<file path="src/verilog/nvmap_pkg.sv">
// Package for the non-volatile memory access port.
// Assumes one bus clock; all requesters are synchronous to it.
package nvmap_pkg;

    // ****************************************
    // Register map and fields
    // ****************************************
    localparam logic [5:0] OFF_ADDR_DATA   = 6'h3e;
    localparam logic [5:0] OFF_ACCESS_CTRL = 6'h3f;
    localparam int         LANE_AD         = int'(OFF_ADDR_DATA[1:0]);
    localparam int         LANE_CT         = int'(OFF_ACCESS_CTRL[1:0]);
    localparam int         CTRL_MSB        = 31;
    localparam int         CTRL_LSB        = 29;
    localparam int         AD_MSB          = 23;
    localparam int         AD_LSB          = 16;

    // Control byte values, bits 31:29
    localparam logic [2:0] CMD_OFF = 3'h0;
    localparam logic [2:0] CMD_LO  = 3'h4;
    localparam logic [2:0] CMD_HI  = 3'h5;
    localparam logic [2:0] CMD_WR  = 3'h6;
    localparam logic [2:0] CMD_RD  = 3'h7;

    // ****************************************
    // Timing, in bus clock periods; serial ack bit index and device bytes
    // ****************************************
    localparam int         SCL_DIV_DEF = 512;
    localparam logic [3:0] PAR_ON      = 4'h1;
    localparam logic [3:0] PAR_OFF     = 4'h7;
    localparam logic [3:0] PAR_SAMPLE  = 4'h6;
    localparam logic [3:0] PAR_LAST    = 4'h7;
    localparam logic [3:0] BIT_ACK     = 4'h8;
    localparam logic [7:0] SER_DEV_WR  = 8'ha0;
    localparam logic [7:0] SER_DEV_RD  = 8'ha1;

    // ****************************************
    // Types
    // ****************************************
    typedef enum logic [2:0] {
        ST_IDLE = 3'b001,
        ST_PAR  = 3'b010,
        ST_SER  = 3'b100
    } nvmap_mst_t;

    typedef enum logic [2:0] {
        K_START = 3'h0,
        K_TX    = 3'h1,
        K_RX    = 3'h2,
        K_STOP  = 3'h3,
        K_END   = 3'h4
    } nvmap_kind_t;

    typedef struct packed {
        logic        wr;
        logic [3:0]  be;
        logic [31:0] wdata;
    } nvmap_req_t;

    typedef struct packed {
        logic [15:0] addr;
        logic [7:0]  dout;
        logic        doe_n;
        logic        rd_n;
        logic        wr_n;
    } nvmap_par_t;

    typedef struct packed {
        logic scl;
        logic sda_oe_n;
    } nvmap_ser_t;

    typedef struct packed {
        nvmap_mst_t  mst;
        logic [2:0]  ctrl;
        logic [7:0]  pend;
        logic [7:0]  alo;
        logic [7:0]  ahi;
        logic [7:0]  wdata;
        logic        busy;
        logic        op_rd;
        logic [15:0] op_addr;
        logic        rom_act;
        logic [1:0]  rom_cnt;
        logic [31:0] rom_data;
        logic        rom_done;
        logic [3:0]  ph;
        logic [15:0] sub;
        logic [1:0]  sq;
        logic [3:0]  step;
        logic [3:0]  bitn;
        logic [7:0]  rx;
        nvmap_par_t  par;
        nvmap_ser_t  ser;
        logic [31:0] view;
    } nvmap_state_t;

    localparam nvmap_state_t NVMAP_RST = '{
        mst:     ST_IDLE,
        par:     '{addr: 16'h0000, dout: 8'h00, doe_n: 1'b1,
                   rd_n: 1'b1, wr_n: 1'b1},
        ser:     '{scl: 1'b1, sda_oe_n: 1'b1},
        default: '0
    };

endpackage

</file>
<file path="src/verilog/nvmap_port.sv">
// Non-volatile memory access port: latches, control decode, memory engines.
// Assumes host and add-on writes arrive synchronous to clk_sys.
//
// Functional notes
// - Serial mode uses only clock and data lines
// - Byte-wide mode drives buses and both strobes
// - Host and add-on reach latches, bus-synchronous
// - Expansion ROM read does four byte reads
// - ROM window writes never change memory
// - Eight-bit data latch, three-bit control latch
// - Enable plus decode route data to latches
// - Bit 31 reads busy during C0h or E0h operation, not during ROM read
// - 80h opens low address latch
// - A0h commits low address, opens high
// - 00h commits high address, closes latches
// - C0h commits data and starts write
// - E0h commits high address, starts read
// - Data write only loads pending latch
// - Control at 3Fh, address/data at 3Eh
// - Serial clock is bus clock over 512
// - Address latches hold, never auto-increment
// - One word write loads byte and command
`timescale 1ns/10ps

module nvmap_port #(
    parameter int SCL_DIV = nvmap_pkg::SCL_DIV_DEF
) (
    // Clock and reset
    input  wire logic                  clk_sys,
    input  wire logic                  nrst,
    // Host side register access
    input  wire nvmap_pkg::nvmap_req_t host_req,
    output logic [31:0]                host_rdata,
    // Add-on side register access
    input  wire nvmap_pkg::nvmap_req_t loc_req,
    output logic                       loc_ready,
    output logic [31:0]                loc_rdata,
    // Expansion ROM read
    input  wire logic                  rom_req,
    input  wire logic [15:0]           rom_addr,
    output logic [31:0]                rom_data,
    output logic                       rom_done,
    // Memory selection
    input  wire logic                  serial_mode,
    // Byte-wide memory
    output nvmap_pkg::nvmap_par_t      par,
    input  wire logic [7:0]            par_din,
    // Serial memory
    output nvmap_pkg::nvmap_ser_t      ser,
    input  wire logic                  sda_in,
    output logic                       sda_out
);

    // ****************************************
    // Constants and checks
    // ****************************************
    localparam logic [15:0] SUB_LAST = 16'(SCL_DIV / 4 - 1);
    localparam logic [15:0] HI_LAST  = 16'(SCL_DIV / 2 - 1);

    if (SCL_DIV % 4 != 0 || SCL_DIV < 8 || SCL_DIV > 131072)
    begin : g_chk
        $error("SCL_DIV must be a multiple of 4 within range");
    end

    // ****************************************
    // Serial step program
    // ****************************************
    function automatic nvmap_pkg::nvmap_kind_t ser_kind(
        input logic       rd,
        input logic [3:0] st
    );
        case (st)
            4'h0:    ser_kind = nvmap_pkg::K_START;
            4'h1,
            4'h2,
            4'h3:    ser_kind = nvmap_pkg::K_TX;
            4'h4:    ser_kind = rd ? nvmap_pkg::K_START : nvmap_pkg::K_TX;
            4'h5:    ser_kind = rd ? nvmap_pkg::K_TX : nvmap_pkg::K_STOP;
            4'h6:    ser_kind = rd ? nvmap_pkg::K_RX : nvmap_pkg::K_END;
            4'h7:    ser_kind = rd ? nvmap_pkg::K_STOP : nvmap_pkg::K_END;
            default: ser_kind = nvmap_pkg::K_END;
        endcase
    endfunction

    function automatic logic [7:0] ser_tx(
        input logic       rd,
        input logic [3:0] st,
        input logic [7:0] ah,
        input logic [7:0] al,
        input logic [7:0] wd
    );
        case (st)
            4'h1:    ser_tx = nvmap_pkg::SER_DEV_WR;
            4'h2:    ser_tx = ah;
            4'h3:    ser_tx = al;
            4'h4:    ser_tx = wd;
            4'h5:    ser_tx = nvmap_pkg::SER_DEV_RD;
            default: ser_tx = 8'hff;
        endcase
        if (!rd && st == 4'h5)
        begin
            ser_tx = 8'hff;
        end
    endfunction

    function automatic nvmap_pkg::nvmap_state_t start_op(
        input nvmap_pkg::nvmap_state_t s,
        input logic                    rd,
        input logic [15:0]             a,
        input logic                    sm
    );
        start_op          = s;
        start_op.mst      = sm ? nvmap_pkg::ST_SER : nvmap_pkg::ST_PAR;
        start_op.op_rd    = rd;
        start_op.op_addr  = a;
        start_op.ph       = 4'h0;
        start_op.sub      = 16'h0000;
        start_op.sq       = 2'h0;
        start_op.step     = 4'h0;
        start_op.bitn     = 4'h0;
        start_op.rx       = 8'h00;
        if (!sm)
        begin
            start_op.par.addr  = a;
            start_op.par.dout  = s.wdata;
            start_op.par.doe_n = rd;
        end
    endfunction

    // ****************************************
    // State
    // ****************************************
    nvmap_pkg::nvmap_state_t q;
    nvmap_pkg::nvmap_state_t d;
    nvmap_pkg::nvmap_req_t   sel;
    nvmap_pkg::nvmap_kind_t  kind;
    logic                    idle_ok;
    logic                    ad_we;
    logic                    ct_we;
    logic [2:0]              cmd_n;
    logic [7:0]              pend_n;
    logic [7:0]              txb;
    logic [3:0]              ph_n;
    logic                    strobe;
    logic                    fin;
    logic [7:0]              res;
    logic [15:0]             hi_cnt;

    always_comb
    begin
        d        = q;
        d.rom_done = 1'b0;
        fin      = 1'b0;
        res      = q.rx;
        ph_n     = q.ph + 4'h1;
        strobe   = 1'b0;
        sel      = host_req.wr ? host_req : loc_req;
        idle_ok  = (q.mst == nvmap_pkg::ST_IDLE) && !q.rom_act;
        ad_we    = sel.wr && idle_ok && sel.be[nvmap_pkg::LANE_AD];
        ct_we    = sel.wr && idle_ok && sel.be[nvmap_pkg::LANE_CT];
        cmd_n    = sel.wdata[nvmap_pkg::CTRL_MSB:nvmap_pkg::CTRL_LSB];
        pend_n   = ad_we ? sel.wdata[nvmap_pkg::AD_MSB:nvmap_pkg::AD_LSB]
                         : q.pend;
        kind     = ser_kind(q.op_rd, q.step);
        txb      = ser_tx(q.op_rd, q.step, q.ahi, q.alo, q.wdata);

        // ****************************************
        // Memory engines
        // ****************************************
        case (q.mst)
            nvmap_pkg::ST_PAR:
            begin
                if (q.ph == nvmap_pkg::PAR_LAST)
                begin
                    fin         = 1'b1;
                    d.mst       = nvmap_pkg::ST_IDLE;
                    d.par.doe_n = 1'b1;
                    d.par.rd_n  = 1'b1;
                    d.par.wr_n  = 1'b1;
                end
                else
                begin
                    d.ph       = ph_n;
                    strobe     = (ph_n >= nvmap_pkg::PAR_ON)
                                 && (ph_n < nvmap_pkg::PAR_OFF);
                    d.par.rd_n = !(strobe && q.op_rd);
                    d.par.wr_n = !(strobe && !q.op_rd);
                    if (q.ph == nvmap_pkg::PAR_SAMPLE)
                    begin
                        d.rx = par_din;
                    end
                end
            end
            nvmap_pkg::ST_SER:
            begin
                if (kind == nvmap_pkg::K_END)
                begin
                    fin   = 1'b1;
                    d.mst = nvmap_pkg::ST_IDLE;
                end
                else
                begin
                    if (q.sub == 16'h0000)
                    begin
                        d.ser.scl = (q.sq == 2'h1) || (q.sq == 2'h2)
                            || (kind == nvmap_pkg::K_STOP && q.sq == 2'h3);
                        case (kind)
                            nvmap_pkg::K_START:
                                d.ser.sda_oe_n = !q.sq[1];
                            nvmap_pkg::K_STOP:
                                d.ser.sda_oe_n = q.sq[1];
                            nvmap_pkg::K_TX:
                                if (q.sq == 2'h0)
                                begin
                                    d.ser.sda_oe_n = (q.bitn < nvmap_pkg::BIT_ACK)
                                        ? txb[3'(4'h7 - q.bitn)] : 1'b1;
                                end
                            default:
                                d.ser.sda_oe_n = 1'b1;
                        endcase
                        if (kind == nvmap_pkg::K_RX && q.sq == 2'h2
                            && q.bitn < nvmap_pkg::BIT_ACK)
                        begin
                            d.rx = {q.rx[6:0], sda_in};
                        end
                    end
                    if (q.sub == SUB_LAST)
                    begin
                        d.sub = 16'h0000;
                        d.sq  = q.sq + 2'h1;
                        if (q.sq == 2'h3)
                        begin
                            if ((kind == nvmap_pkg::K_TX
                                 || kind == nvmap_pkg::K_RX)
                                && q.bitn < nvmap_pkg::BIT_ACK)
                            begin
                                d.bitn = q.bitn + 4'h1;
                            end
                            else
                            begin
                                d.bitn = 4'h0;
                                d.step = q.step + 4'h1;
                            end
                        end
                    end
                    else
                    begin
                        d.sub = q.sub + 16'h0001;
                    end
                end
            end
            default:
            begin
            end
        endcase

        // ****************************************
        // Completion
        // ****************************************
        if (fin)
        begin
            if (q.rom_act)
            begin
                d.rom_data[{q.rom_cnt, 3'b000} +: 8] = res;
                if (q.rom_cnt == 2'h3)
                begin
                    d.rom_act  = 1'b0;
                    d.rom_done = 1'b1;
                end
                else
                begin
                    d.rom_cnt = q.rom_cnt + 2'h1;
                    d = start_op(d, 1'b1, q.op_addr + 16'h0001,
                                 serial_mode);
                end
            end
            else
            begin
                d.busy = 1'b0;
                if (q.op_rd)
                begin
                    d.pend = res;
                end
            end
        end

        // ****************************************
        // Latch writes and control decode
        // ****************************************
        if (ad_we)
        begin
            d.pend = pend_n;
        end
        if (ct_we)
        begin
            if (q.ctrl == nvmap_pkg::CMD_LO && cmd_n != q.ctrl)
            begin
                d.alo = pend_n;
            end
            if (q.ctrl == nvmap_pkg::CMD_HI && cmd_n != q.ctrl)
            begin
                d.ahi = pend_n;
            end
            d.ctrl = cmd_n;
            if (cmd_n == nvmap_pkg::CMD_WR)
            begin
                d.wdata = pend_n;
                d.busy  = 1'b1;
                d = start_op(d, 1'b0, {d.ahi, d.alo}, serial_mode);
            end
            else if (cmd_n == nvmap_pkg::CMD_RD)
            begin
                d.busy = 1'b1;
                d = start_op(d, 1'b1, {d.ahi, d.alo}, serial_mode);
            end
        end
        else if (rom_req && idle_ok && !q.busy && !q.rom_done)
        begin
            d.rom_act = 1'b1;
            d.rom_cnt = 2'h0;
            d = start_op(d, 1'b1, rom_addr, serial_mode);
        end

        d.view = {d.busy, d.ctrl[1:0], 5'h00, d.pend, 16'h0000};
    end

    always_ff @(posedge clk_sys)
    begin
        if (!nrst)
        begin
            q <= nvmap_pkg::NVMAP_RST;
        end
        else
        begin
            q <= d;
        end
    end

    // ****************************************
    // Outputs
    // ****************************************
    assign host_rdata = q.view;
    assign loc_rdata  = q.view;
    assign loc_ready  = !host_req.wr;
    assign rom_data   = q.rom_data;
    assign rom_done   = q.rom_done;
    assign par        = q.par;
    assign ser        = q.ser;
    assign sda_out    = 1'b0;

    // ****************************************
    // Checks
    // ****************************************
    always_ff @(posedge clk_sys)
    begin
        if (!nrst || !q.ser.scl)
        begin
            hi_cnt <= 16'h0000;
        end
        else
        begin
            hi_cnt <= hi_cnt + 16'h0001;
        end
    end
endmodule // nvmap_port

</file>
<file path="config.mk">
export PLATFORM = sky130hd
export DESIGN_NAME = nvmap_port
export DESIGN_NICKNAME = d
export VERILOG_FILES = /design/src/verilog/nvmap_pkg.sv /design/src/verilog/nvmap_port.sv
export SDC_FILE = /design/constraint.sdc
export NUM_CORES = 1
export LEC_CHECK = 0
export BUFFER_PORTS_ARGS = -buffer_cell sky130_fd_sc_hd__buf_4
export CORE_MARGIN = 5
export CORE_UTILIZATION = 50
export CTS_CLUSTER_SIZE = 16
export DETAILED_ROUTE_END_ITERATION = 6
export GPL_TIMING_DRIVEN = 0
export PLACE_DENSITY = 0.8
export SYNTH_ARGS = -nofsm -noshare
export SYNTH_HDL_FRONTEND = slang
export SYNTH_SLANG_ARGS = --single-unit
</file>
<file path="constraint.sdc">
create_clock -name clk_sys -period 2.9 [get_ports clk_sys]
set_clock_uncertainty 0.1 [all_clocks]
set_input_delay 0.58 -clock clk_sys [delete_from_list [all_inputs] [get_ports clk_sys]]
set_output_delay 0.58 -clock clk_sys [all_outputs]
set_load 0.03 [all_outputs]
</file>
### Word level (Yosys, flattened, before mapping)

Index checks and enable logic that the tools add are counted.

| storage, ports and cells | value |
|---|---|
| bits in registers | 191 |
| output and inout port bits | 128 |

| cells by class | value |
|---|---|
| add/subtract/negate cells | 9 |
| $lt $le $gt $ge | 4 |
| equality and inequality tests | 26 |
| shifts and indexed selects | 2 |
| multiplexer cells | 65 |
| reduce and logical (&&, ||, !) cells | 33 |

Operators with widths:

| operator | count |
|---|---|
| $mux W191 | 5 |
| $mux W152 | 1 |
| $mux W25 | 4 |
| $mux W99 | 1 |
| $mux W8 | 12 |
| $mux W34 | 2 |
| $mux W56 | 1 |
| $pmux W8 S5 | 1 |
| $mux W37 | 1 |
| $add A16 B1 Y16 const B | 2 |
| $bwmux W32 | 1 |
| $shift A8 B7 Y32 const A | 1 |
| $shiftx A8 B7 Y32 | 1 |
| $mux W26 | 1 |
| $eq A4 B3 Y1 const B | 6 |
| $mux W24 | 1 |
| $eq A3 B3 Y1 const B | 6 |
| $mux W3 | 6 |
| $pmux W3 S6 | 1 |
| $logic_and A1 B1 Y1 | 17 |
| $eq A16 B7 Y1 const B | 1 |
| $logic_not A16 Y1 | 1 |
| $mux W16 | 1 |
| $mux W4 | 4 |
| other kinds (30) | 61 |

### Depth between registers and ports, before layout

Gate-level depths: netlist of run 1.

| depth | value |
|---|---|
| depth after elaboration | 19 |
| gate-level depth with buffers | 12 |
| mapped depth without buffers | 9 |

### Worst setup path after synthesis of run 1

Ideal clock, no wire load.

| timing path | value |
|---|---|
| path kind | register to register |
| start point | register q[73] (netlist bit) |
| end point | register q[178] (netlist bit) |
| arrival | 2.586 ns |
| data required time | 2.672 ns |
| slack | 0.086 ns |
| stages on the path, launching flop included | 12 |
| buffers on the path | 2 |
| period minus slack after synthesis | 2.814 ns |
| cells stage by stage | dfxtp_1 -> inv_1 -> ha_1 -> buf_6 -> nor4_1 -> a211oi_2 -> o41ai_4 -> and3b_1 -> buf_2 -> nor2_1 -> a221oi_1 -> nor2_1 |

| between the ends | value |
|---|---|
| longest elaborated chain between the ends | 11 |

Ends and longest elaborated chain:

| element | line | text |
|---|---|---|
| start, declared | nvmap_port.sv:133 | `nvmap_pkg::nvmap_state_t q;` |
| start signal, assigned | nvmap_port.sv:331 | `q <= nvmap_pkg::NVMAP_RST;` |
| $eq A4 B2 Y1 or $eq A4 B1 Y1 (tied branches) | nvmap_port.sv:72 | `case (st)` |
| $reduce_or A3 Y1 | nvmap_port.sv:72 |  |
| $pmux W3 S6 (*) | nvmap_port.sv:72 |  |
| $eq A3 B3 Y1 (*) | nvmap_port.sv:196 | `if (kind == nvmap_pkg::K_END)` |
| $mux W1 (*) | nvmap_port.sv:196 |  |
| $pmux W1 S2 (*) | nvmap_port.sv:170 | `case (q.mst)` |
| $mux W191 (*) | nvmap_port.sv:260 | `if (fin)` |
| $mux W8 (*) | nvmap_port.sv:290 | `if (ad_we)` |
| $mux W191 | nvmap_port.sv:311 | `else if (cmd_n == nvmap_pkg::CMD_RD)` |
| $mux W191 | nvmap_port.sv:305 | `if (cmd_n == nvmap_pkg::CMD_WR)` |
| $mux W191 (*) | nvmap_port.sv:294 | `if (ct_we)` |

Mark *: on every way between the ends. The rest lies on a longest branch, timed or not.
A chain may end at the register's enable or synchronous reset.

### Worst setup path after layout of run 1

| timing path | value |
|---|---|
| start point | register q[190] (netlist bit) |
| end point | register q (netlist bit par[17]) |

| between the ends | value |
|---|---|
| longest elaborated chain between the ends | 10 |

Ends and longest elaborated chain:

| element | line | text |
|---|---|---|
| $eq A3 B1 Y1 | nvmap_port.sv:158 | `idle_ok = (q.mst == nvmap_pkg::ST_IDLE) && !q.rom_act;` |
| $logic_and A1 B1 Y1 | nvmap_port.sv:158 |  |
| $logic_and A1 B1 Y1 | nvmap_port.sv:159, nvmap_port.sv:160 |  |
| $logic_and A1 B1 Y1 | nvmap_port.sv:159 | `ad_we = sel.wr && idle_ok && sel.be[nvmap_pkg::LANE_AD];` |
| $mux W8 | nvmap_port.sv:162 | `pend_n = ad_we ? sel.wdata[nvmap_pkg::AD_MSB:nvmap_pkg::AD_LSB]` |
| $mux W8 | nvmap_port.sv:296 | `if (q.ctrl == nvmap_pkg::CMD_LO && cmd_n != q.ctrl)` |
| $mux W25 | nvmap_port.sv:122 | `if (!sm)` |
| $mux W191 | nvmap_port.sv:311 |  |
| $mux W191 | nvmap_port.sv:305 |  |
| $mux W191 (*) | nvmap_port.sv:294 |  |

Marked as above.

==> out/summary.txt, run 1 <==
hold-fix buffer count after cts: 0
vias in the first global route: 9126
Die Outline Area: 22300 um^2
aggregate global routing overflow: 0
transition time at the pin with the least slew margin: 0.968 ns
cell types with the largest area share after synthesis: sky130_fd_sc_hd__dfxtp_1, sky130_fd_sc_hd__buf_4, sky130_fd_sc_hd__nand2_1, sky130_fd_sc_hd__mux2i_1, sky130_fd_sc_hd__o21ai_0
number of register bits inferred by synthesis: 159
count of input and output buffers: 140
Root Driver: sky130_fd_sc_hd__clkbuf_16
synthesis-to-finish area growth: 26.3%
number of I/O pins: 231
met2 track demand over resource: 0.431
maximum vdd ir drop: 0.503 mV
routed length per placed instance: 17.8 um
routability-driven placement congestion ratio: 0.962
total wirelength of the detailed-routed design: 30000 um
share of layout cells above drive strength 1: 0.297
clock period minus worst slack: 2.83 ns
Hold Violations, Final: 0
class of the worst hold path: primary input to flip-flop
global-route usage over all layers: 0.262
Setup Viol. Count Final: 0
starting density of the core: 0.503
endpoint class of the critical path: flip-flop
number of non-filler instances in the completed layout: 1692
worst-case headroom to the max-slew limit: 0.353
worst path arrival time: 3.09 ns
critical hold path startpoint: rom_addr[0]
depth of the worst register-to-register path: 9
clock tree buffer depth: 2
share of Yosys cell area claimed by the top area cell type: 0.327
cell type with the highest aggregate area in the netlist: sky130_fd_sc_hd__dfxtp_1
first drt pass iteration count: 5
worst hold path stage count: 3
top flip-flop cell by instance count after synthesis: sky130_fd_sc_hd__dfxtp_1
pin count of the biggest net entering global routing: 17
Post-Syn Instances: 1201
count of clock tree sinks: 159
capturing point of the worst reg2reg path: par[17]
H-tree Lvls: 4
number of enable-type register cells in the synthesized netlist: 0
unrepaired setup endpoints after global routing: true
met3 GRT Util: 0.0539
async set or reset register ratio after synthesis: 0
max-cap violations: 0
Crit path required time: 3.16 ns
Worst R2R Setup Slack: 0.07 ns
maximum clock rate: 353 MHz
Placement Rows: 51
Synth Cell Area: 9720 um^2
ratio of total power to cell area: 515 nW/um^2
Die Height: 149 um
width of the die: 149 um
clock tree from TritonCTS: yes
antenna-violating nets left: 0
core area: 19300 um^2
R2R Path Start: q[190]
Leakage: 0.00489 uW
global routing's busiest layer: met2
number of nets in the finished design: 1537
drt initial violations: 1085
number of buffers created by CTS: 17
number of synthesis warnings: 0
clock slew at the register clock pins of the worst setup and hold paths: 0.07 ns
start-to-end type of the worst setup path: flip-flop to flip-flop
sequential element share of the synthesized area: 0.327
Pwr Total: 6330 uW
post-layout utilization of the core: 0.635
Worst Hold End: q[135]
initial antenna violation count: 0
global-route wire length before repair: 47300 um
global routing met1 resource utilization: 0.338
number of placed instances, taps included: 1648
top fanout value on the critical path: 10
final worst-path cycle share: 0.976
total DRC errors in the routed layout: 0
clock network latency to the later pin of the worst-skew pair: 0.43 ns
number of distinct library cell variants in the gate-level netlist after synthesis: 79
total via count after detailed routing: 9637
sum of negative setup slack: 0 ns
via density per instance: 5.70
run status: finished, final reports clean
Max Transition Viols Final: 0
HPWL Detailed: 22000 um
mean post-synth cell area: 8.09 um^2
startpoint class of the critical path: flip-flop
-- cells by family after synthesis --
group / after synthesis / synth area share
AOI/OAI and AO/OA: 272 / 0.184
xor gates and xnor gates: 42 / 0.0378
adders and majority gates: 21 / 0.0270
buffers and inverters: 221 / 0.140
DFF: 159 / 0.327
muxes: 63 / 0.0690
other: 1 / 0.000386
and+or+nand+nor: 422 / 0.215
-- metrics by stage --
stage          setup WS [ns]  instance area [um^2]  hold WS, ns
2_1_floorplan         0.0862                  9880        0.336
3_3_place_gp          -0.470                 11300        0.347
3_5_place_dp          -0.510                 11300        0.350
4_1_cts               0.0104                 12100        0.272
5_1_grt              -0.0444                 12300        0.285
6_report              0.0691                 12300        0.280
-- critical path, cell delays in order (launching register included) --
cell and delay, ns:
sky130_fd_sc_hd__dfxtp_1 0.35, sky130_fd_sc_hd__or4b_4 0.54, sky130_fd_sc_hd__buf_6 0.17, sky130_fd_sc_hd__or3_4 0.41, sky130_fd_sc_hd__buf_4 0.19, sky130_fd_sc_hd__nand2_2 0.28
sky130_fd_sc_hd__nand2_2 0.21, sky130_fd_sc_hd__nor4_4 0.28, sky130_fd_sc_hd__a31oi_1 0.07, sky130_fd_sc_hd__a21oi_1 0.15
-- synth_stat cells, types with 6 or more instances --
library cell	instances
sky130_fd_sc_hd__dfxtp_1	159
sky130_fd_sc_hd__nand2_1	142
sky130_fd_sc_hd__buf_4	129
sky130_fd_sc_hd__nor2_1	91
sky130_fd_sc_hd__o21ai_0	70
sky130_fd_sc_hd__a21oi_1	66
sky130_fd_sc_hd__nand3_1	45
sky130_fd_sc_hd__nand4_1	45
sky130_fd_sc_hd__clkbuf_1	40
sky130_fd_sc_hd__mux2i_1	37
sky130_fd_sc_hd__a22oi_1	27
sky130_fd_sc_hd__inv_1	26
sky130_fd_sc_hd__mux2_2	24
sky130_fd_sc_hd__xnor2_1	22
sky130_fd_sc_hd__ha_1	21
sky130_fd_sc_hd__buf_2	20
sky130_fd_sc_hd__xor2_1	20
sky130_fd_sc_hd__o22ai_1	19
sky130_fd_sc_hd__a31oi_1	18
sky130_fd_sc_hd__nor3_1	18
sky130_fd_sc_hd__and3_1	11
sky130_fd_sc_hd__a211oi_1	10
sky130_fd_sc_hd__nor4_1	8
sky130_fd_sc_hd__and2_1	7
sky130_fd_sc_hd__nand2b_1	7
sky130_fd_sc_hd__nor2b_1	7
sky130_fd_sc_hd__a221oi_1	6
sky130_fd_sc_hd__o211ai_1	6
-- report_power, final --
group / leakage (uW) / internal, uW / switching (uW)
logic: 0.00330 / 565 / 883
registers: 0.00129 / 2280 / 105
clock network: 0.000305 / 1520 / 970
total: 0.00489 / 4370 / 1960
-- cell type report --
| type | instances | area, um^2 |
|---|---|---|
| Fill cell | 1651 | 7060 |
| Clock buffer | 17 | 425 |
| Sequential cell | 159 | 3190 |
| Timing Repair Buffer | 159 | 1210 |
| Multi-Input combinational cell | 863 | 5530 |
| Buffer | 187 | 1280 |
| Tap cell | 265 | 332 |
| Antenna cell | 1 | 2.50 |
| Inverter | 26 | 97.6 |
| Clock inverter | 15 | 218 |
-- flip-flops by register name, indices dropped and copies added, names as in the netlist --
name / flops
q: 86
par: 27
rom_data: 32
host_rdata: 3
rom_done: 1
res: 8
ser: 2
-- timing repair --
item,in CTS,in global routing
resized for setup,39,33
setup buffers,5,13
pin swaps,5,12
endpoints found under the setup margin,124,87
endpoints found under the hold margin,0,0
cloned,1,0
-- worst max path at each step --
| stage | start | endpoint | slack, ns | depth (start not counted) |
|---|---|---|---|---|
| 6_report | q[190] | par[17] | 0.07 | 9 |
| 2_1_floorplan | q[73] | q[178] | 0.09 | 11 |
| 3_3_place_gp | host_req[36] | par[17] | -0.47 | 10 |
| 3_5_place_dp | host_req[36] | par[17] | -0.51 | 10 |
| 4_1_cts | q[74] | rom_data[15] | 0.01 | 12 |
| 5_1_grt | q[73] | ser[0] | -0.04 | 10 |
-- cells in the final DEF (no fill, tap or decap), types with 10 or more instances in the layout --
master | Yosys | layout
sky130_fd_sc_hd__a22oi_1 | 27 | 27
sky130_fd_sc_hd__o21ai_0 | 70 | 68
sky130_fd_sc_hd__nand3_1 | 45 | 44
sky130_fd_sc_hd__buf_2 | 20 | 11
sky130_fd_sc_hd__nand2_1 | 142 | 140
sky130_fd_sc_hd__nor3_1 | 18 | 17
sky130_fd_sc_hd__a21oi_1 | 66 | 66
sky130_fd_sc_hd__buf_4 | 129 | 291
sky130_fd_sc_hd__mux2i_1 | 37 | 35
sky130_fd_sc_hd__xnor2_1 | 22 | 22
sky130_fd_sc_hd__nand4_1 | 45 | 45
sky130_fd_sc_hd__clkbuf_1 | 40 | 29
sky130_fd_sc_hd__nor2_1 | 91 | 87
sky130_fd_sc_hd__xor2_1 | 20 | 20
sky130_fd_sc_hd__a31oi_1 | 18 | 17
sky130_fd_sc_hd__conb_1 | 1 | 43
sky130_fd_sc_hd__o22ai_1 | 19 | 19
sky130_fd_sc_hd__mux2_2 | 24 | 23
sky130_fd_sc_hd__ha_1 | 21 | 19
sky130_fd_sc_hd__inv_1 | 26 | 24
sky130_fd_sc_hd__clkbuf_16 | 0 | 17
sky130_fd_sc_hd__dfxtp_1 | 159 | 157
sky130_fd_sc_hd__a211oi_1 | 10 | 10
-- routing by layer --
| layer | part of all wire | wire (um) |
|---|---|---|
| met1 | 0.40 | 11900 |
| met2 | 0.47 | 14000 |
| met3 | 0.097 | 2920 |
| met4 | 0.042 | 1250 |
| met5 | 0 | 0 |
No activity file was read; power rests on OpenSTA's default activity.
==> run 2: changes to the inputs <==
--- a/config.mk
+++ b/config.mk
@@ -6,12 +6,14 @@
 export NUM_CORES = 1
 export LEC_CHECK = 0
 export BUFFER_PORTS_ARGS = -buffer_cell sky130_fd_sc_hd__buf_4
+export CAP_MARGIN = 25
 export CORE_MARGIN = 5
-export CORE_UTILIZATION = 50
+export CORE_UTILIZATION = 55
 export CTS_CLUSTER_SIZE = 16
 export DETAILED_ROUTE_END_ITERATION = 6
 export GPL_TIMING_DRIVEN = 0
-export PLACE_DENSITY = 0.8
+export PLACE_DENSITY = 0.84
+export SLEW_MARGIN = 30
 export SYNTH_ARGS = -nofsm -noshare
 export SYNTH_HDL_FRONTEND = slang
 export SYNTH_SLANG_ARGS = --single-unit
==> constraint.sdc (replaced) <==
create_clock -name clk_sys -period 3.25 [get_ports clk_sys]
set_clock_uncertainty 0.1 [all_clocks]
set_input_delay 0.65 -clock clk_sys [delete_from_list [all_inputs] [get_ports clk_sys]]
set_output_delay 0.65 -clock clk_sys [all_outputs]
set_load 0.03 [all_outputs]
==> out/summary.txt, run 2 (same netlist as run 1, synthesis figures left out) <==
depth of the worst register-to-register path: 12 (+3)
wire length the detailed router placed on met1: 11200 um (-5.8%)
clock tree from TritonCTS: yes
global-route wire length before repair: 45600 um (-3.6%)
clock period minus worst slack: 3.11 ns (+0.276 ns)
most common cell after layout, fill and taps aside: sky130_fd_sc_hd__buf_4
initial antenna violation count: 1 (+1)
total wirelength of the detailed-routed design: 29300 um (-2.5%)
synthesis-to-finish area growth: 22.1%
multi-input logic area: 5380 um^2 (-2.6%)
worst-case headroom to the max-slew limit: 0.342 (-0.0112)
vias in the first global route: 9023 (-1.1%)
max FFs per register: 86 (unchanged)
share of layout cells above drive strength 1: 0.272 (-0.0256)
violated checks: DRC
Leakage: 0.00474 uW (-3.0%)
Crit path required time: 3.45 ns (+0.29 ns)
layout filler cell count: 1453 (-12%)
total via count after detailed routing: 9661 (+0.25%)
Setup Viol. Count Final: 0 (unchanged)
total DRC errors in the routed layout: 1 (+1)
final worst-path cycle share: 0.956 (-0.0203)
Max Transition Viols Final: 0 (unchanged)
number of buffers created by CTS: 17 (unchanged)
hold-fix buffer count after cts: 0 (unchanged)
number of non-filler instances in the completed layout: 1638 (-3.2%)
ratio of total power to cell area: 455 nW/um^2 (-12%)
max-cap violations: 0 (unchanged)
number of placed instances, taps included: 1608 (-2.4%)
antenna diode count: 0 (-1)
pin count of the biggest net entering global routing: 17 (unchanged)
Root Driver: sky130_fd_sc_hd__clkbuf_16
most used cells in the layout excluding fill and tap cells: sky130_fd_sc_hd__buf_4, sky130_fd_sc_hd__dfxtp_1, sky130_fd_sc_hd__nand2_1
run status: complete, but fails checks
highest routed metal layer: met5
clock tree buffer depth: 2 (unchanged)
transition time at the pin with the least slew margin: 0.985 ns (+0.0168 ns)
global-route usage over all layers: 0.278 (+0.0157)
core area: 17300 um^2 (-11%)
worst hold path stage count: 3 (unchanged)
startpoint class of the critical path: flip-flop
clock network latency to the later pin of the worst-skew pair: 0.44 ns (about the same)
routability-driven placement congestion ratio: 1.01 (+5.2%)
placed standard-cell area: 11200 um^2 (-0.44%)
Placement Rows: 48 (-5.9%)
Routed met3 length: 3120 um (+6.8%)
Hold Violations, Final: 0 (unchanged)
maximum clock rate: 322 MHz (-8.9%)
sequential group share of total power: 0.394 (+0.017)
sequential cell area in the final layout: 3180 um^2 (-0.12%)
count of input and output buffers: 140 (unchanged)
maximum vdd ir drop: 0.381 mV (-24%)
first drt pass iteration count: 7 (+2)
Comb power frac: 0.230 (about the same)
number of I/O pins: 231 (unchanged)
post-layout utilization of the core: 0.686 (+0.0513)
cell internal power dissipation: 3690 uW (-16%)
HPWL Detailed: 21500 um (-2.2%)
starting density of the core: 0.562 (+0.0593)
number of nets in the finished design: 1525 (-0.78%)
Die Height: 143 um (-4.3%)
start-to-end type of the worst setup path: flip-flop to flip-flop
aggregate global routing overflow: 0 (unchanged)
final standard cell area without fillers: 11900 um^2 (-3.3%)
fraction of power spent switching nets: 0.318 (+0.00884)
NetSw: 1720 uW (-12%)
routed length per placed instance: 17.9 um (+0.68%)
endpoint class of the critical path: flip-flop
clock slew at the register clock pins of the worst setup and hold paths: 0.07 ns (about the same)
drt initial violations: 1015 (-6.5%)
antenna-violating nets left: 0 (unchanged)
worst hold slack across all endpoints: 0.343 ns (+0.0632 ns)
width of the die: 143 um (-4.3%)
worst path arrival time: 3.31 ns (+0.22 ns)
Die Outline Area: 20400 um^2 (-8.5%)
wire length on met2: 13700 um (-1.8%)
register with the most flip-flops: q
count of clock tree sinks: 159 (unchanged)
H-tree Lvls: 4 (unchanged)
via density per instance: 5.90 (+3.6%)
proportion of power drawn by the clock network: 0.376 (-0.018)
class of the worst hold path: primary input to flip-flop
top fanout value on the critical path: 10 (unchanged)
## run 2: stage by stage
step	worst slack, ns	power (uW)	setup TNS [ns]
finish	0.143	5410	0
global route	-0.000416	5560	-0.000416
CTS	0.0197	5380	0
detailed placement	-0.178	3370	-2.08
global placement	-0.164	3350	-1.23
floorplan	0.436	3000	0
## run 2: repair_timing
item	4_1_cts	5_1_grt
gates resized for setup	3	13
endpoints found under the setup margin	18	110
buffers inserted	2	1
pin swaps	1	2
## run 2: worst paths after layout
kind / start / end / slack (ns)
setup / recovery: q[74] / q[148] / 0.14
hold / removal: rom_addr[0] / q[135] / 0.34
setup reg to reg: q[74] / q[148] / 0.14
hold reg to reg: rom_data[12] / rom_data[12] / 0.36
## run 2: cell type report
type / instances / area share
tap: 225 / 0.0237
clock inverter: 11 / 0.0113
inverter: 26 / 0.00822
buffer: 191 / 0.106
multi-input combinational: 863 / 0.453
sequential: 159 / 0.268
clock buffer: 20 / 0.0385
timing repair buffer: 143 / 0.0904
## run 2: worst max-delay path: stages, from the launching register on
cell                       delay [ns]
sky130_fd_sc_hd__dfxtp_1         0.37
sky130_fd_sc_hd__inv_1           0.09
sky130_fd_sc_hd__ha_1            0.20
sky130_fd_sc_hd__clkbuf_2        0.20
sky130_fd_sc_hd__mux2_2          0.32
sky130_fd_sc_hd__and2_1          0.24
sky130_fd_sc_hd__or3_4           0.44
sky130_fd_sc_hd__o22a_1          0.19
sky130_fd_sc_hd__buf_2           0.21
sky130_fd_sc_hd__buf_6           0.19
sky130_fd_sc_hd__nor2_1          0.15
sky130_fd_sc_hd__xnor2_1         0.15
sky130_fd_sc_hd__o22ai_1         0.11
## run 2: power groups by stage
stage / registers, uW / clock network (uW) / logic [uW]
after global routing: 2140 / 2110 / 1320
after detailed placement: 2170 / 0 / 1200
after floorplan: 2140 / 0 / 863
after global placement: 2160 / 0 / 1190
final: 2130 / 2030 / 1240
after CTS: 2120 / 2040 / 1220
## run 2: metal layers
metal  vias up  global-route usage
met5         -                   0
met4         2               0.128
met3       104              0.0710
met2       576               0.459
met1      4445               0.340
li1       4534                   -
